--- config.mk ---
export PLATFORM = sky130hd
export DESIGN_NAME = sequence_entry_decoder
export DESIGN_NICKNAME = d
export VERILOG_FILES = /design/src/seq_entry_pkg.sv /design/src/sequence_entry_decoder.sv
export SDC_FILE = /design/constraint.sdc
export NUM_CORES = 1
export LEC_CHECK = 0
export BUFFER_PORTS_ARGS = -buffer_cell sky130_fd_sc_hd__buf_2
export CAP_MARGIN = 20
export CORE_MARGIN = 2
export CORE_UTILIZATION = 30
export CTS_CLUSTER_DIAMETER = 120
export DETAILED_ROUTE_END_ITERATION = 8
export PLACE_DENSITY = 0.57
export SYNTH_ARGS = -nofsm -noshare
export SYNTH_HDL_FRONTEND = slang
export SYNTH_SLANG_ARGS = --single-unit
--- constraint.sdc ---
create_clock -name clk -period 7.6 [get_ports clk]
set_clock_uncertainty 0.15 [all_clocks]
set_input_delay 0.38 -clock clk [delete_from_list [all_inputs] [get_ports clk]]
set_output_delay 0.38 -clock clk [all_outputs]
set_load 0.01 [all_outputs]
--- src/seq_entry_pkg.sv ---
/*
 * constants, types and the register map of the sequence entry decoder.
 * assumes one 200 MHz clock and a 32-bit apb slave with word-aligned registers.
 */
package seq_entry_pkg;

    // apb byte offsets
    localparam logic [7:0] OFS_WORD0    = 8'h00;  // entry words 0..5 at 0x00..0x14
    localparam logic [7:0] OFS_CTRL     = 8'h18;  // submit, mode, dynamic, ext off
    localparam logic [7:0] OFS_STATUS   = 8'h1C;  // busy, invalid, kind
    localparam logic [7:0] OFS_HOST_SEL = 8'h20;  // host dynamic selection command
    localparam logic [7:0] OFS_SEL_NOW  = 8'h24;  // last accepted selection
    localparam logic [7:0] OFS_REMAIN   = 8'h28;  // idle granules still to run
    localparam int         NUM_WORDS    = 6;      // words per entry

    // control register fields
    localparam int CTRL_SUBMIT_BIT  = 0;
    localparam int CTRL_MODE_LSB    = 1;
    localparam int CTRL_DYN_BIT     = 4;
    localparam int CTRL_EXTOFF_BIT  = 5;
    localparam logic [31:0] CTRL_RESET = 32'h0000_0000;

    // status register fields
    localparam int STAT_BUSY_BIT    = 0;
    localparam int STAT_INVALID_BIT = 1;
    localparam int STAT_KIND_LSB    = 2;

    // entry word fields
    localparam int          CMD_FLAG_BIT  = 31;
    localparam logic [15:0] CODE_IDLE     = 16'h0000;
    localparam logic [15:0] CODE_CONFIG   = 16'h0001;
    localparam logic [31:0] END_TO_SEGEND = 32'hFFFF_FFFF;
    localparam int          SEG_ID_W      = 19;

    // idle delay minimums in delay units
    localparam logic [31:0] MIN_SPEED     = 32'd640;  // 10*64
    localparam logic [31:0] MIN_PRECISION = 32'd480;  // 10*48
    localparam logic [31:0] MIN_INTERP    = 32'd240;  // 10*24

    // output modes
    typedef enum logic [2:0] {
        direct_high_speed_output     = 3'b000,
        direct_high_precision_output = 3'b001,
        interpolate_by_three         = 3'b010,
        interpolate_by_twelve        = 3'b011,
        interpolate_by_twentyfour    = 3'b100,
        interpolate_by_fortyeight    = 3'b101
    } out_mode_t;

    // kind of the last decoded entry
    typedef enum logic [1:0] {
        KIND_DATA    = 2'b00,
        KIND_IDLE    = 2'b01,
        KIND_CONFIG  = 2'b10,
        KIND_INVALID = 2'b11
    } entry_kind_t;

    // playback request towards the segment reader
    typedef struct packed {
        logic [31:0]         start_addr;
        logic [31:0]         end_addr;
        logic                to_seg_end;
        logic [SEG_ID_W-1:0] segment_id;
    } play_req_t;

    // idle output values
    typedef struct packed {
        logic [31:0] sample;
        logic [14:0] i_value;
        logic [14:0] q_value;
        logic [13:0] dac_value;
    } idle_out_t;

endpackage : seq_entry_pkg

--- src/sequence_entry_decoder.sv ---
/*
 * sequence entry decoder: apb registers hold one six-word entry, a submit
 * decodes it into data playback, configuration or idle pause, and dynamic
 * selection comes from the host or the external control port.
 * assumes apb master on clk; external select pins are asynchronous.
 */
// Our own choices: the address map and the APB register port.
// How it works
// - start word is first sample played
// - end word is last sample played
// - all-ones end plays to segment end
// - code zero idles, code one configures
// - upper code half is action table id
// - idle pause drives idle sample word
// - interpolated idle i 14:0, q 30:16
// - precision uses 13:0, speed uses 11:0
// - idle delay counted in mode units, minimum
// - sixth word of idle entry ignored
// - ext-off matters only in dynamic mode
// - ext off: host selection only
// - ext on: host or external port
// - ext-off bit writable and readable
// - control bit 31 splits data/command
// - six words in fixed order
`timescale 1ns/100ps
module sequence_entry_decoder (
    // clock and reset
    input  wire logic                           clk,
    input  wire logic                           srst,
    // apb slave
    input  wire logic                           psel,
    input  wire logic                           penable,
    input  wire logic                           pwrite,
    input  wire logic [7:0]                     paddr,
    input  wire logic [31:0]                    pwdata,
    output logic      [31:0]                    prdata,
    output logic                                pready,
    output logic                                pslverr,
    // external dynamic control port
    input  wire logic                           ext_sel_valid,
    input  wire logic [18:0]                    ext_sel_index,
    // decoded actions
    output seq_entry_pkg::play_req_t            play_req,
    output logic                                play_go,
    output logic                                config_go,
    output logic      [15:0]                    action_id,
    output logic                                idle_active,
    output seq_entry_pkg::idle_out_t            idle_out,
    output logic                                dyn_sel_go,
    output logic      [18:0]                    dyn_sel_index
);
    import seq_entry_pkg::*;

    logic [31:0]   word_reg [NUM_WORDS];  // entry words in fixed order
    logic [31:0]   ctrl_reg;              // mode, dynamic, ext-off
    logic [31:0]   prdata_reg;            // read data latched in setup
    logic          invalid_reg;           // sticky invalid code flag
    entry_kind_t   kind_reg;              // last decoded kind
    logic [31:0]   remain_reg;            // idle granules left
    logic [5:0]    presc_reg;             // clocks within one granule
    logic [18:0]   sel_now_reg;           // last accepted selection
    logic [2:0]    ext_v_sync;            // three-stage valid sync
    logic [18:0]   ext_i_s1;              // index sync stages
    logic [18:0]   ext_i_s2;
    logic [18:0]   ext_i_s3;
    logic          ext_level_reg;         // agreed external valid level
    logic          ext_rise_reg;          // one-cycle external request
    logic [18:0]   ext_index_reg;         // index captured with agreement

    // bus phases, control fields and entry decode
    logic          acc;
    logic          wr;
    logic          mapped;
    logic          submit;
    logic          host_sel;
    out_mode_t     mode;
    logic          dyn_on;
    logic          ext_off;
    logic [5:0]    mult;
    logic [31:0]   min_delay;
    logic [31:0]   word0;
    logic [31:0]   word2;
    logic          is_cmd;

    assign acc      = psel & penable;
    assign wr       = acc & pwrite;
    assign mapped   = (paddr <= OFS_REMAIN) && (paddr[1:0] == 2'b00);
    assign pready   = acc;                // one wait-free access after setup
    assign pslverr  = acc & ~mapped;
    assign prdata   = prdata_reg;
    assign submit   = wr & (paddr == OFS_CTRL) & pwdata[CTRL_SUBMIT_BIT];
    assign host_sel = wr & (paddr == OFS_HOST_SEL);
    assign mode     = out_mode_t'(ctrl_reg[CTRL_MODE_LSB +: 3]);
    assign dyn_on   = ctrl_reg[CTRL_DYN_BIT];
    assign ext_off  = ctrl_reg[CTRL_EXTOFF_BIT];
    assign word0    = word_reg[0];
    assign word2    = word_reg[2];
    assign is_cmd   = word0[CMD_FLAG_BIT];  // data or command

    // delay unit and minimum per output mode
    always_comb begin
        case (mode)
            direct_high_speed_output: begin
                mult      = 6'd1;
                min_delay = MIN_SPEED;
            end
            direct_high_precision_output: begin
                mult      = 6'd1;
                min_delay = MIN_PRECISION;
            end
            interpolate_by_three: begin
                mult      = 6'd3;
                min_delay = MIN_INTERP;
            end
            interpolate_by_twelve: begin
                mult      = 6'd12;
                min_delay = MIN_INTERP;
            end
            interpolate_by_twentyfour: begin
                mult      = 6'd24;
                min_delay = MIN_INTERP;
            end
            interpolate_by_fortyeight: begin
                mult      = 6'd48;
                min_delay = MIN_INTERP;
            end
            default: begin
                // unused codes behave as the fastest direct mode
                mult      = 6'd1;
                min_delay = MIN_SPEED;
            end
        endcase
    end

    // entry word storage, one register per word
    genvar gi;
    generate
        for (gi = 0; gi < NUM_WORDS; gi++) begin : g_word
            always_ff @(posedge clk) begin
                if (srst) begin
                    word_reg[gi] <= 32'h0000_0000;
                end else if (wr && paddr == OFS_WORD0 + 8'(gi * 4)) begin
                    word_reg[gi] <= pwdata;
                end
            end
        end
    endgenerate

    // control register; submit bit is a strobe and never stored
    always_ff @(posedge clk) begin
        if (srst) begin
            ctrl_reg <= CTRL_RESET;
        end else if (wr && paddr == OFS_CTRL) begin
            ctrl_reg <= {26'h0, pwdata[5:1], 1'b0};  // ext-off is plain r/w
        end
    end

    // read data is latched in the setup cycle so it comes from a flop
    always_ff @(posedge clk) begin
        if (srst) begin
            prdata_reg <= 32'h0000_0000;
        end else if (psel && !penable && !pwrite) begin
            case (paddr)
                8'h00, 8'h04, 8'h08, 8'h0C, 8'h10, 8'h14:
                    prdata_reg <= word_reg[paddr[4:2]];
                OFS_CTRL:     prdata_reg <= ctrl_reg;  // ext-off reads back
                OFS_STATUS:   prdata_reg <= {28'h0, kind_reg, invalid_reg, idle_active};
                OFS_SEL_NOW:  prdata_reg <= {13'h0, sel_now_reg};
                OFS_REMAIN:   prdata_reg <= remain_reg;
                default:      prdata_reg <= 32'h0000_0000;
            endcase
        end
    end

    // entry decode on submit; a submit during a pause is ignored
    always_ff @(posedge clk) begin
        if (srst) begin
            play_req  <= '0;
            play_go   <= 1'b0;
            config_go <= 1'b0;
            action_id <= 16'h0000;
            kind_reg  <= KIND_DATA;
        end else begin
            play_go   <= 1'b0;
            config_go <= 1'b0;
            if (submit && !idle_active) begin
                if (!is_cmd) begin
                    // data entry: offsets bound the played part
                    play_req.start_addr <= word_reg[4];
                    play_req.end_addr   <= word_reg[5];
                    play_req.to_seg_end <= (word_reg[5] == END_TO_SEGEND);
                    play_req.segment_id <= word_reg[3][SEG_ID_W-1:0];
                    play_go             <= 1'b1;
                    kind_reg            <= KIND_DATA;
                end else if (word2[15:0] == CODE_CONFIG) begin
                    // configuration entry
                    play_req.start_addr <= word_reg[4];
                    play_req.end_addr   <= word_reg[5];
                    play_req.to_seg_end <= (word_reg[5] == END_TO_SEGEND);
                    play_req.segment_id <= word_reg[3][SEG_ID_W-1:0];
                    action_id           <= word2[31:16];
                    config_go           <= 1'b1;
                    kind_reg            <= KIND_CONFIG;
                end else if (word2[15:0] == CODE_IDLE) begin
                    kind_reg <= KIND_IDLE;  // action id not taken here
                end else begin
                    kind_reg <= KIND_INVALID;  // no action started
                end
            end
        end
    end

    // sticky invalid flag, write 1 to clear, a new event wins
    always_ff @(posedge clk) begin
        if (srst) begin
            invalid_reg <= 1'b0;
        end else if (submit && !idle_active && is_cmd
                     && word2[15:0] != CODE_IDLE && word2[15:0] != CODE_CONFIG) begin
            invalid_reg <= 1'b1;
        end else if (wr && paddr == OFS_STATUS && pwdata[STAT_INVALID_BIT]) begin
            invalid_reg <= 1'b0;
        end
    end

    // idle pause: granule counter and prescaler
    always_ff @(posedge clk) begin
        if (srst) begin
            idle_active <= 1'b0;
            remain_reg  <= 32'h0000_0000;
            presc_reg   <= 6'h00;
        end else if (!idle_active) begin
            if (submit && is_cmd && word2[15:0] == CODE_IDLE) begin
                idle_active <= 1'b1;
                // short delays are raised to the mode minimum
                remain_reg  <= (word_reg[4] < min_delay) ? min_delay : word_reg[4];
                presc_reg   <= mult - 6'd1;
            end
        end else if (presc_reg != 6'h00) begin
            presc_reg <= presc_reg - 6'd1;
        end else begin
            presc_reg <= mult - 6'd1;
            if (remain_reg == 32'h0000_0001) begin
                idle_active <= 1'b0;
            end
            remain_reg <= remain_reg - 32'h0000_0001;
        end
    end

    // idle sample fields, latched at idle start; word 5 never read
    always_ff @(posedge clk) begin
        if (srst) begin
            idle_out <= '0;
        end else if (!idle_active && submit && is_cmd && word2[15:0] == CODE_IDLE) begin
            idle_out.sample  <= word_reg[3];  // held through the pause
            idle_out.i_value <= word_reg[3][14:0];
            idle_out.q_value <= word_reg[3][30:16];
            if (mode == direct_high_precision_output) begin
                idle_out.dac_value <= word_reg[3][13:0];
            end else begin
                idle_out.dac_value <= {2'b00, word_reg[3][11:0]};
            end
        end
    end

    // external port: three flops, counted once stages two and three agree
    always_ff @(posedge clk) begin
        if (srst) begin
            ext_v_sync    <= 3'b000;
            ext_i_s1      <= 19'h00000;
            ext_i_s2      <= 19'h00000;
            ext_i_s3      <= 19'h00000;
            ext_level_reg <= 1'b0;
            ext_rise_reg  <= 1'b0;
            ext_index_reg <= 19'h00000;
        end else begin
            ext_v_sync    <= {ext_v_sync[1:0], ext_sel_valid};
            ext_i_s1      <= ext_sel_index;
            ext_i_s2      <= ext_i_s1;
            ext_i_s3      <= ext_i_s2;
            ext_rise_reg  <= 1'b0;
            if (ext_v_sync[1] == ext_v_sync[2]) begin
                ext_level_reg <= ext_v_sync[2];
                if (ext_v_sync[2] && !ext_level_reg && ext_i_s2 == ext_i_s3) begin
                    ext_rise_reg  <= 1'b1;
                    ext_index_reg <= ext_i_s3;
                end
            end
        end
    end

    // dynamic selection source; host wins a same-cycle tie
    always_ff @(posedge clk) begin
        if (srst) begin
            dyn_sel_go    <= 1'b0;
            dyn_sel_index <= 19'h00000;
            sel_now_reg   <= 19'h00000;
        end else begin
            dyn_sel_go <= 1'b0;
            if (dyn_on && host_sel) begin  // host allowed whatever ext-off says
                dyn_sel_go    <= 1'b1;
                dyn_sel_index <= pwdata[18:0];
                sel_now_reg   <= pwdata[18:0];
            end else if (dyn_on && !ext_off && ext_rise_reg) begin
                dyn_sel_go    <= 1'b1;
                dyn_sel_index <= ext_index_reg;
                sel_now_reg   <= ext_index_reg;
            end
        end
    end

    // checks
    AST_START_ADDR: assert property (@(posedge clk) disable iff (srst)
        (submit && !idle_active && !is_cmd) |=> play_go && play_req.start_addr == $past(word_reg[4]))
        else $error("start offset not passed to playback");
    AST_END_ADDR: assert property (@(posedge clk) disable iff (srst)
        play_go |-> play_req.end_addr == $past(word_reg[5]))
        else $error("end offset not passed to playback");
    AST_SEG_END: assert property (@(posedge clk) disable iff (srst)
        (play_go || config_go) |-> play_req.to_seg_end == (play_req.end_addr == END_TO_SEGEND))
        else $error("all-ones end offset not flagged");
    AST_CONFIG: assert property (@(posedge clk) disable iff (srst)
        config_go |-> action_id == $past(word2[31:16]) && $past(word2[15:0]) == CODE_CONFIG)
        else $error("configuration action id wrong");
    AST_IDLE_START: assert property (@(posedge clk) disable iff (srst)
        (submit && !idle_active && is_cmd && word2[15:0] == CODE_IDLE) |=> idle_active[*2])
        else $error("idle pause did not start");
    AST_IDLE_HOLD: assert property (@(posedge clk) disable iff (srst)
        (idle_active && $past(idle_active)) |-> $stable(idle_out.sample))
        else $error("idle sample changed during pause");
    AST_IQ: assert property (@(posedge clk) disable iff (srst)
        idle_active |-> idle_out.q_value == idle_out.sample[30:16])
        else $error("quadrature idle value misplaced");
    AST_MIN: assert property (@(posedge clk) disable iff (srst)
        $rose(idle_active) |-> remain_reg >= min_delay)
        else $error("idle delay below minimum");
    AST_INVALID: assert property (@(posedge clk) disable iff (srst)
        (kind_reg == KIND_INVALID && $changed(kind_reg)) |-> !idle_active && !config_go && !play_go)
        else $error("invalid code started an action");
    AST_EXT_OFF: assert property (@(posedge clk) disable iff (srst)
        (dyn_sel_go && $past(ext_off)) |-> $past(host_sel))
        else $error("external selection taken while disabled");
    AST_DYN_ONLY: assert property (@(posedge clk) disable iff (srst)
        dyn_sel_go |-> $past(dyn_on))
        else $error("selection outside dynamic mode");

endmodule : sequence_entry_decoder

==> impl_metrics.env, run 1 <==
export IMPL_die_h_um=273.2
export IMPL_synth_seq_cells=508
export IMPL_multiInputGateArea_mm2=0.008687
export IMPL_synth_area_top_cells="dfxtp_1 (29%), edfxtp_1 (27%), and2_1 (5.6%)"
export IMPL_power_total_uw=6037
export IMPL_grt_pass1_wl_mm=110.9
export IMPL_syn_inst=2127
export IMPL_final_cells=3346
export IMPL_cts_tree="built"
export IMPL_ys_types=70
export IMPL_crit_required_ps=7910
export IMPL_largest_reg_flops=192
export IMPL_crit_start="ctrl_reg[1]"
export IMPL_synthesis_area_mm2=0.02174
export IMPL_antennaDiodeCount=0
export IMPL_irDropWorstVdd_mv=0.1733
export IMPL_yosysTopAreaCell="dfxtp_1"
export IMPL_core_mm2=0.07161
export IMPL_wirelength_mm=75.28
export IMPL_p_per_area_mw_per_mm2=232.5
export IMPL_port_buffer_count=297
export IMPL_outcome="complete, no violations"
export IMPL_grt_pass1_vias=16920
export IMPL_hold_viol=0
export IMPL_slew_headroom=0.2628
export IMPL_synth_fa_ha_area_frac=0.005180
export IMPL_p_leak_uw=0.01011
export IMPL_synth_xor_area_frac=0.009669
export IMPL_drt_iter0_drc=1591
export IMPL_synth_top_area_share=0.2910
export IMPL_r2r_end="remain_reg[8]"
export IMPL_synth_edf_count=192
export IMPL_synth_warning_count=0
export IMPL_dp_cells=3214
export IMPL_globalplace_congestion=0.9253
export IMPL_grt_max_degree=110
export IMPL_synthFlopType="dfxtp_1"
export IMPL_drc=0
export IMPL_post_cts_buffers=0
export IMPL_postSynthAreaPerCell_um2=10.22
export IMPL_area_sequential_mm2=0.01209
export IMPL_min_path_type="input pin to register"
export IMPL_clock_sinks=508
export IMPL_crit_path_end_kind="register"
export IMPL_fp_dieW_um=273.2
export IMPL_numCtsBuffers=54
export IMPL_muxShareOfSynthArea=0.07188
export IMPL_ys_seq_area_frac=0.5562
export IMPL_areaGrowthSynthToFinish_pct=19.44
export IMPL_cts_repair_resized=0
export IMPL_htree_levels=2
export IMPL_antenna_found_initial=2
export IMPL_nFillCells=7127
export IMPL_reg2reg_slack_ps=3760
export IMPL_clkTransAtPathRegs_ps=70
export IMPL_path_max_fanout=9
export IMPL_fmax_mhz=260.2
export IMPL_num_vias=17160
export IMPL_vias_per_cell=5.128
export IMPL_fin_nets=2425
export IMPL_ctsHoldBuffers=31
export IMPL_pin_count=298
export IMPL_r2r_start="ctrl_reg[1]"
export IMPL_slew_viol_final=0
export IMPL_clk_path_buf_depth=3
export IMPL_min_period_over_period=0.5057
export IMPL_reg2reg_depth=12
export IMPL_finalSetupViolations=0
export IMPL_dr_pass1_iters=8
export IMPL_fp_row_count=98
export IMPL_critPathArrivalTime_ps=4150
export IMPL_post_drt_wl_per_cell_um=22.50
export IMPL_synth_simple_area_share=0.1959
export IMPL_grt_overflow_total=0
export IMPL_synth_top_family_by_area="simple AND/OR/NAND/NOR gates"
export IMPL_critPathLaunchType="register"
export IMPL_dp_hpwl_mm=52.41
export IMPL_finalCriticalPeriod_ps=3843
export IMPL_synth_compound_area_share=0.1139
export IMPL_die_area_mm2=0.07464
export IMPL_track_usage=0.1971
export IMPL_clock_latency_ps=620
export IMPL_tns_ps=0
export IMPL_start_util=0.3036
export IMPL_antenna_left=0
export IMPL_syn_nets=2201
export IMPL_rsz0062_at_grt="no"
export IMPL_tightest_slew_ps=1105
export IMPL_cts_root_buf="clkbuf_16"
export IMPL_async_flop_share=0
export IMPL_drive_above_1_share=0.1995
export IMPL_drv_cap=0
export IMPL_path_class="register to register"
export IMPL_endpoint="remain_reg[8]"
==> synth_stat cells (all sizes together), types with 18 or more instances <==
| library cell | instances |
|---|---|
| a211oi | 30 |
| a21oi | 214 |
| a221oi | 18 |
| and2 | 196 |
| buf | 78 |
| clkbuf | 111 |
| dfxtp | 316 |
| edfxtp | 192 |
| inv | 19 |
| mux2i | 83 |
| mux4 | 32 |
| nand2 | 324 |
| nand3 | 42 |
| nor2 | 112 |
| nor2b | 68 |
| nor3 | 24 |
| nor4 | 31 |
| o211ai | 34 |
| o21ai | 66 |
==> how the worst min path moves through the flow <==
stage / from / end / slack, ps / depth (start not counted)
CTS: pwdata[7] / sel_now_reg[7] / 0.6 / 3
finish: pwdata[2] / ctrl_reg[2] / 30 / 3
global placement: ext_i_s1[7] / ext_i_s2[7] / 280 / 1
global route: pwdata[27] / word_reg[2][27] / 20 / 2
floorplan: ext_i_s1[0] / ext_i_s2[0] / 260 / 1
detailed placement: ext_i_s1[7] / ext_i_s2[7] / 280 / 1
==> routing by layer <==
layer,global-route usage,up-vias,part of all wire
met3,0.04219,111,0.081
met1,0.2709,8414,0.44
met2,0.3132,737,0.45
met5,0,-,0.00017
met4,0.05349,2,0.026
li1,-,7894,-
==> critical path, cell delays in order (launching register included) <==
cell and delay [ps]:
dfxtp_1 460, inv_1 90, nor3_1 840, inv_1 180, nand2_1 160, inv_1 80, ha_1 310, a21oi_1 150
nand2_1 90, a211oi_2 550, mux2_2 400, o21ai_0 150, a211oi_1 90
==> kinds of logic (layout without fill, tap and decap cells) <==
group | count (synthesis) | in the layout
compound gates | 416 | 416
fa+ha+maj | 9 | 9
simple gates | 846 | 846
xor+xnor | 24 | 24
mux | 116 | 116
buf+inv | 208 | 477
flops | 508 | 508
==> report_power, final <==
group / total [uW] / switching (uW) / internal (uW)
Clock: 2780 / 1130 / 1650
Sequential: 2960 / 69.1 / 2900
Combinational: 290 / 189 / 100
==> cells in the final DEF, fill, tap and decap left out, types with 29 or more instances in the layout <==
master / Yosys / routed
dfxtp_1: 316 / 316
nand3_1: 42 / 42
nand2_1: 323 / 322
edfxtp_1: 192 / 192
mux2i_1: 83 / 83
mux4_2: 32 / 32
nor2_1: 111 / 107
dlygate4sd3_1: 0 / 31
a211oi_1: 29 / 29
o21ai_0: 65 / 63
buf_2: 16 / 295
nor2b_1: 68 / 68
o211ai_1: 34 / 34
clkbuf_16: 0 / 55
buf_4: 54 / 29
and2_1: 196 / 196
a21oi_1: 214 / 214
==> through the flow <==
stage | util | hold WS, ps | instance area [um2] | setup WS (ps)
after global placement | 0.3316 | 279.2 | 23750 | 3451
after global routing | 0.3626 | 18.98 | 25960 | 3649
after floorplan | - | 263.8 | 21740 | 3456
after CTS | 0.3626 | 0.6337 | 25960 | 3873
final | 0.3626 | 27.16 | 25960 | 3757
after detailed placement | 0.3320 | 275.1 | 23770 | 3261
==> area by class of cell <==
type | instances | area share
Sequential cell | 508 | 0.4657
Clock buffer | 82 | 0.06115
Inverter | 19 | 0.002747
Clock inverter | 19 | 0.01128
Multi-Input combinational cell | 1411 | 0.3346
Timing Repair Buffer | 357 | 0.07879
Tap cell | 950 | 0.04578
Note: power is estimated with default switching activity, not from simulation.
==> run 2, diff against run 1 <==
- PLACE_DENSITY: 0.57 -> 0.59
- clock period: 7.6 -> 3.4 ns (I/O delays scaled with it)
==> impl_metrics.env, run 2 (synthesized netlist as in run 1, its figures left out) <==
export IMPL_globalplace_congestion=0.8813
export IMPL_p_leak_uw=0.01036
export IMPL_fp_dieW_um=273.2
export IMPL_slew_viol_final=0
export IMPL_max_stage_delay_ps=440
export IMPL_htree_levels=2
export IMPL_finalSetupViolations=0
export IMPL_crit_required_ps=3810
export IMPL_drv_cap=0
export IMPL_dp_hpwl_mm=52.81
export IMPL_final_cell_mix="nand2_1 (322), dfxtp_1 (316), buf_2 (295)"
export IMPL_clkTransAtPathRegs_ps=60
export IMPL_antenna_found_initial=3
export IMPL_slew_headroom=0.3294
export IMPL_start_util=0.3036
export IMPL_track_usage=0.1958
export IMPL_cts_root_buf="clkbuf_16"
export IMPL_dp_worst_setup_slack_ps=552.4
export IMPL_min_path_type="input pin to register"
export IMPL_layout_setup_ws_ps=577.9
export IMPL_clk_path_buf_depth=3
export IMPL_port_buffer_count=297
export IMPL_hold_viol=0
export IMPL_cts_tree="built"
export IMPL_finalCriticalPeriod_ps=2822
export IMPL_fmax_mhz=354.4
export IMPL_drt_iter0_drc=1529
export IMPL_numCtsBuffers=55
export IMPL_areaGrowthSynthToFinish_pct=21.59
export IMPL_crit_buf_inv=2
export IMPL_core_mm2=0.07161
export IMPL_largest_reg_flops=192
export IMPL_irDropWorstVdd_mv=0.3644
export IMPL_die_area_mm2=0.07464
export IMPL_min_period_over_period=0.8300
export IMPL_dr_pass1_iters=5
export IMPL_num_vias=17310
export IMPL_tns_ps=0
export IMPL_dp_cells=3238
export IMPL_pin_count=298
export IMPL_drive_above_1_share=0.2069
export IMPL_grt_pass1_wl_mm=109.6
export IMPL_rsz0062_at_grt="no"
export IMPL_crit_family="compound AO/OA/AOI/OAI gates"
export IMPL_grt_max_degree=187
export IMPL_crit_slowest_cell="dfxtp_1"
export IMPL_p_per_area_mw_per_mm2=513.7
export IMPL_fin_nets=2477
export IMPL_antenna_left=0
export IMPL_nFillCells=7188
export IMPL_grt_pass1_vias=16800
export IMPL_critPathLaunchType="register"
export IMPL_wirelength_mm=75.03
export IMPL_final_common_cell="nand2_1"
export IMPL_critPathArrivalTime_ps=3230
export IMPL_fp_row_count=98
export IMPL_crit_chain="inv_1 -> ha_1 -> nand2_1 -> ha_1 -> nand2_1 -> nand4_1 -> a211oi_2 -> buf_4 -> nor2_1 -> a211o_1 -> a21oi_1"
export IMPL_final_cells=3401
export IMPL_clock_latency_ps=640
export IMPL_crit_path_end_kind="register"
export IMPL_final_util=0.3691
export IMPL_tightest_slew_ps=1006
export IMPL_vias_per_cell=5.089
export IMPL_die_h_um=273.2
export IMPL_clock_sinks=508
export IMPL_outcome="complete, no violations"
export IMPL_path_max_fanout=8
export IMPL_post_drt_wl_per_cell_um=22.06
export IMPL_path_class="register to register"
export IMPL_drc=0
export IMPL_grt_overflow_total=0
## run 2: report_power, final
group / switching [uW] / internal, uW
Combinational: 417 / 246
Clock: 2660 / 3630
Sequential: 150 / 6470
Total: 3230 / 10400
## run 2: path summary, 6_finish.rpt
path | endpoint | depth (start not counted) | slack [ps] | from
setup / recovery | remain_reg[7] | 11 | 580 | ctrl_reg[2]
hold / removal | prdata[3] | 7 | 60 | penable
setup reg to reg | remain_reg[7] | 11 | 580 | ctrl_reg[2]
hold reg to reg | ext_i_s2[4] | 1 | 240 | ext_i_s1[4]
## run 2: cell type report
| class | instances | area (um2) | area share |
|---|---|---|---|
| Multi-Input combinational cell | 1411 | 8657 | 0.3275 |
| Antenna cell | 1 | 2.502 | 0.00009467 |
| Tap cell | 950 | 1189 | 0.04497 |
| Timing Repair Buffer | 408 | 2514 | 0.09509 |
| Sequential cell | 508 | 12090 | 0.4574 |
| Clock buffer | 72 | 1545 | 0.05846 |
| Clock inverter | 32 | 364.1 | 0.01377 |
| Inverter | 19 | 71.32 | 0.002698 |
## run 2: per-layer routing
layer	vias to the layer above	wire (um)	GRT usage
li1	8009	-	-
met1	8445	32350	0.2647
met2	747	33450	0.3029
met3	106	7148	0.05535
met4	0	2090	0.05997
met5	-	0	0
## run 2: repair_timing
item	in CTS	in global routing
gates resized for setup	0	0
hold buffers	58	0
endpoints found under the hold margin	263	0
setup buffers	0	0
## run 2: stage by stage
| stage | hold WS (ps) | area, um2 | total power (uW) |
|---|---|---|---|
| final | 63.43 | 26430 | 13580 |
| after global routing | 75.06 | 26430 | 13960 |
| after CTS | 20.69 | 26430 | 13650 |
| after detailed placement | 235.8 | 23940 | 7355 |
| after global placement | 234.2 | 23940 | 7345 |
| after floorplan | 148.2 | 21740 | 7009 |
## run 2: worst min-delay path, cell delays in order
cell	delay, ps
buf_2	120
nor2_1	60
nand2_1	150
a221oi_1	80
o21ai_0	80
a21oi_1	60
nor2_1	90
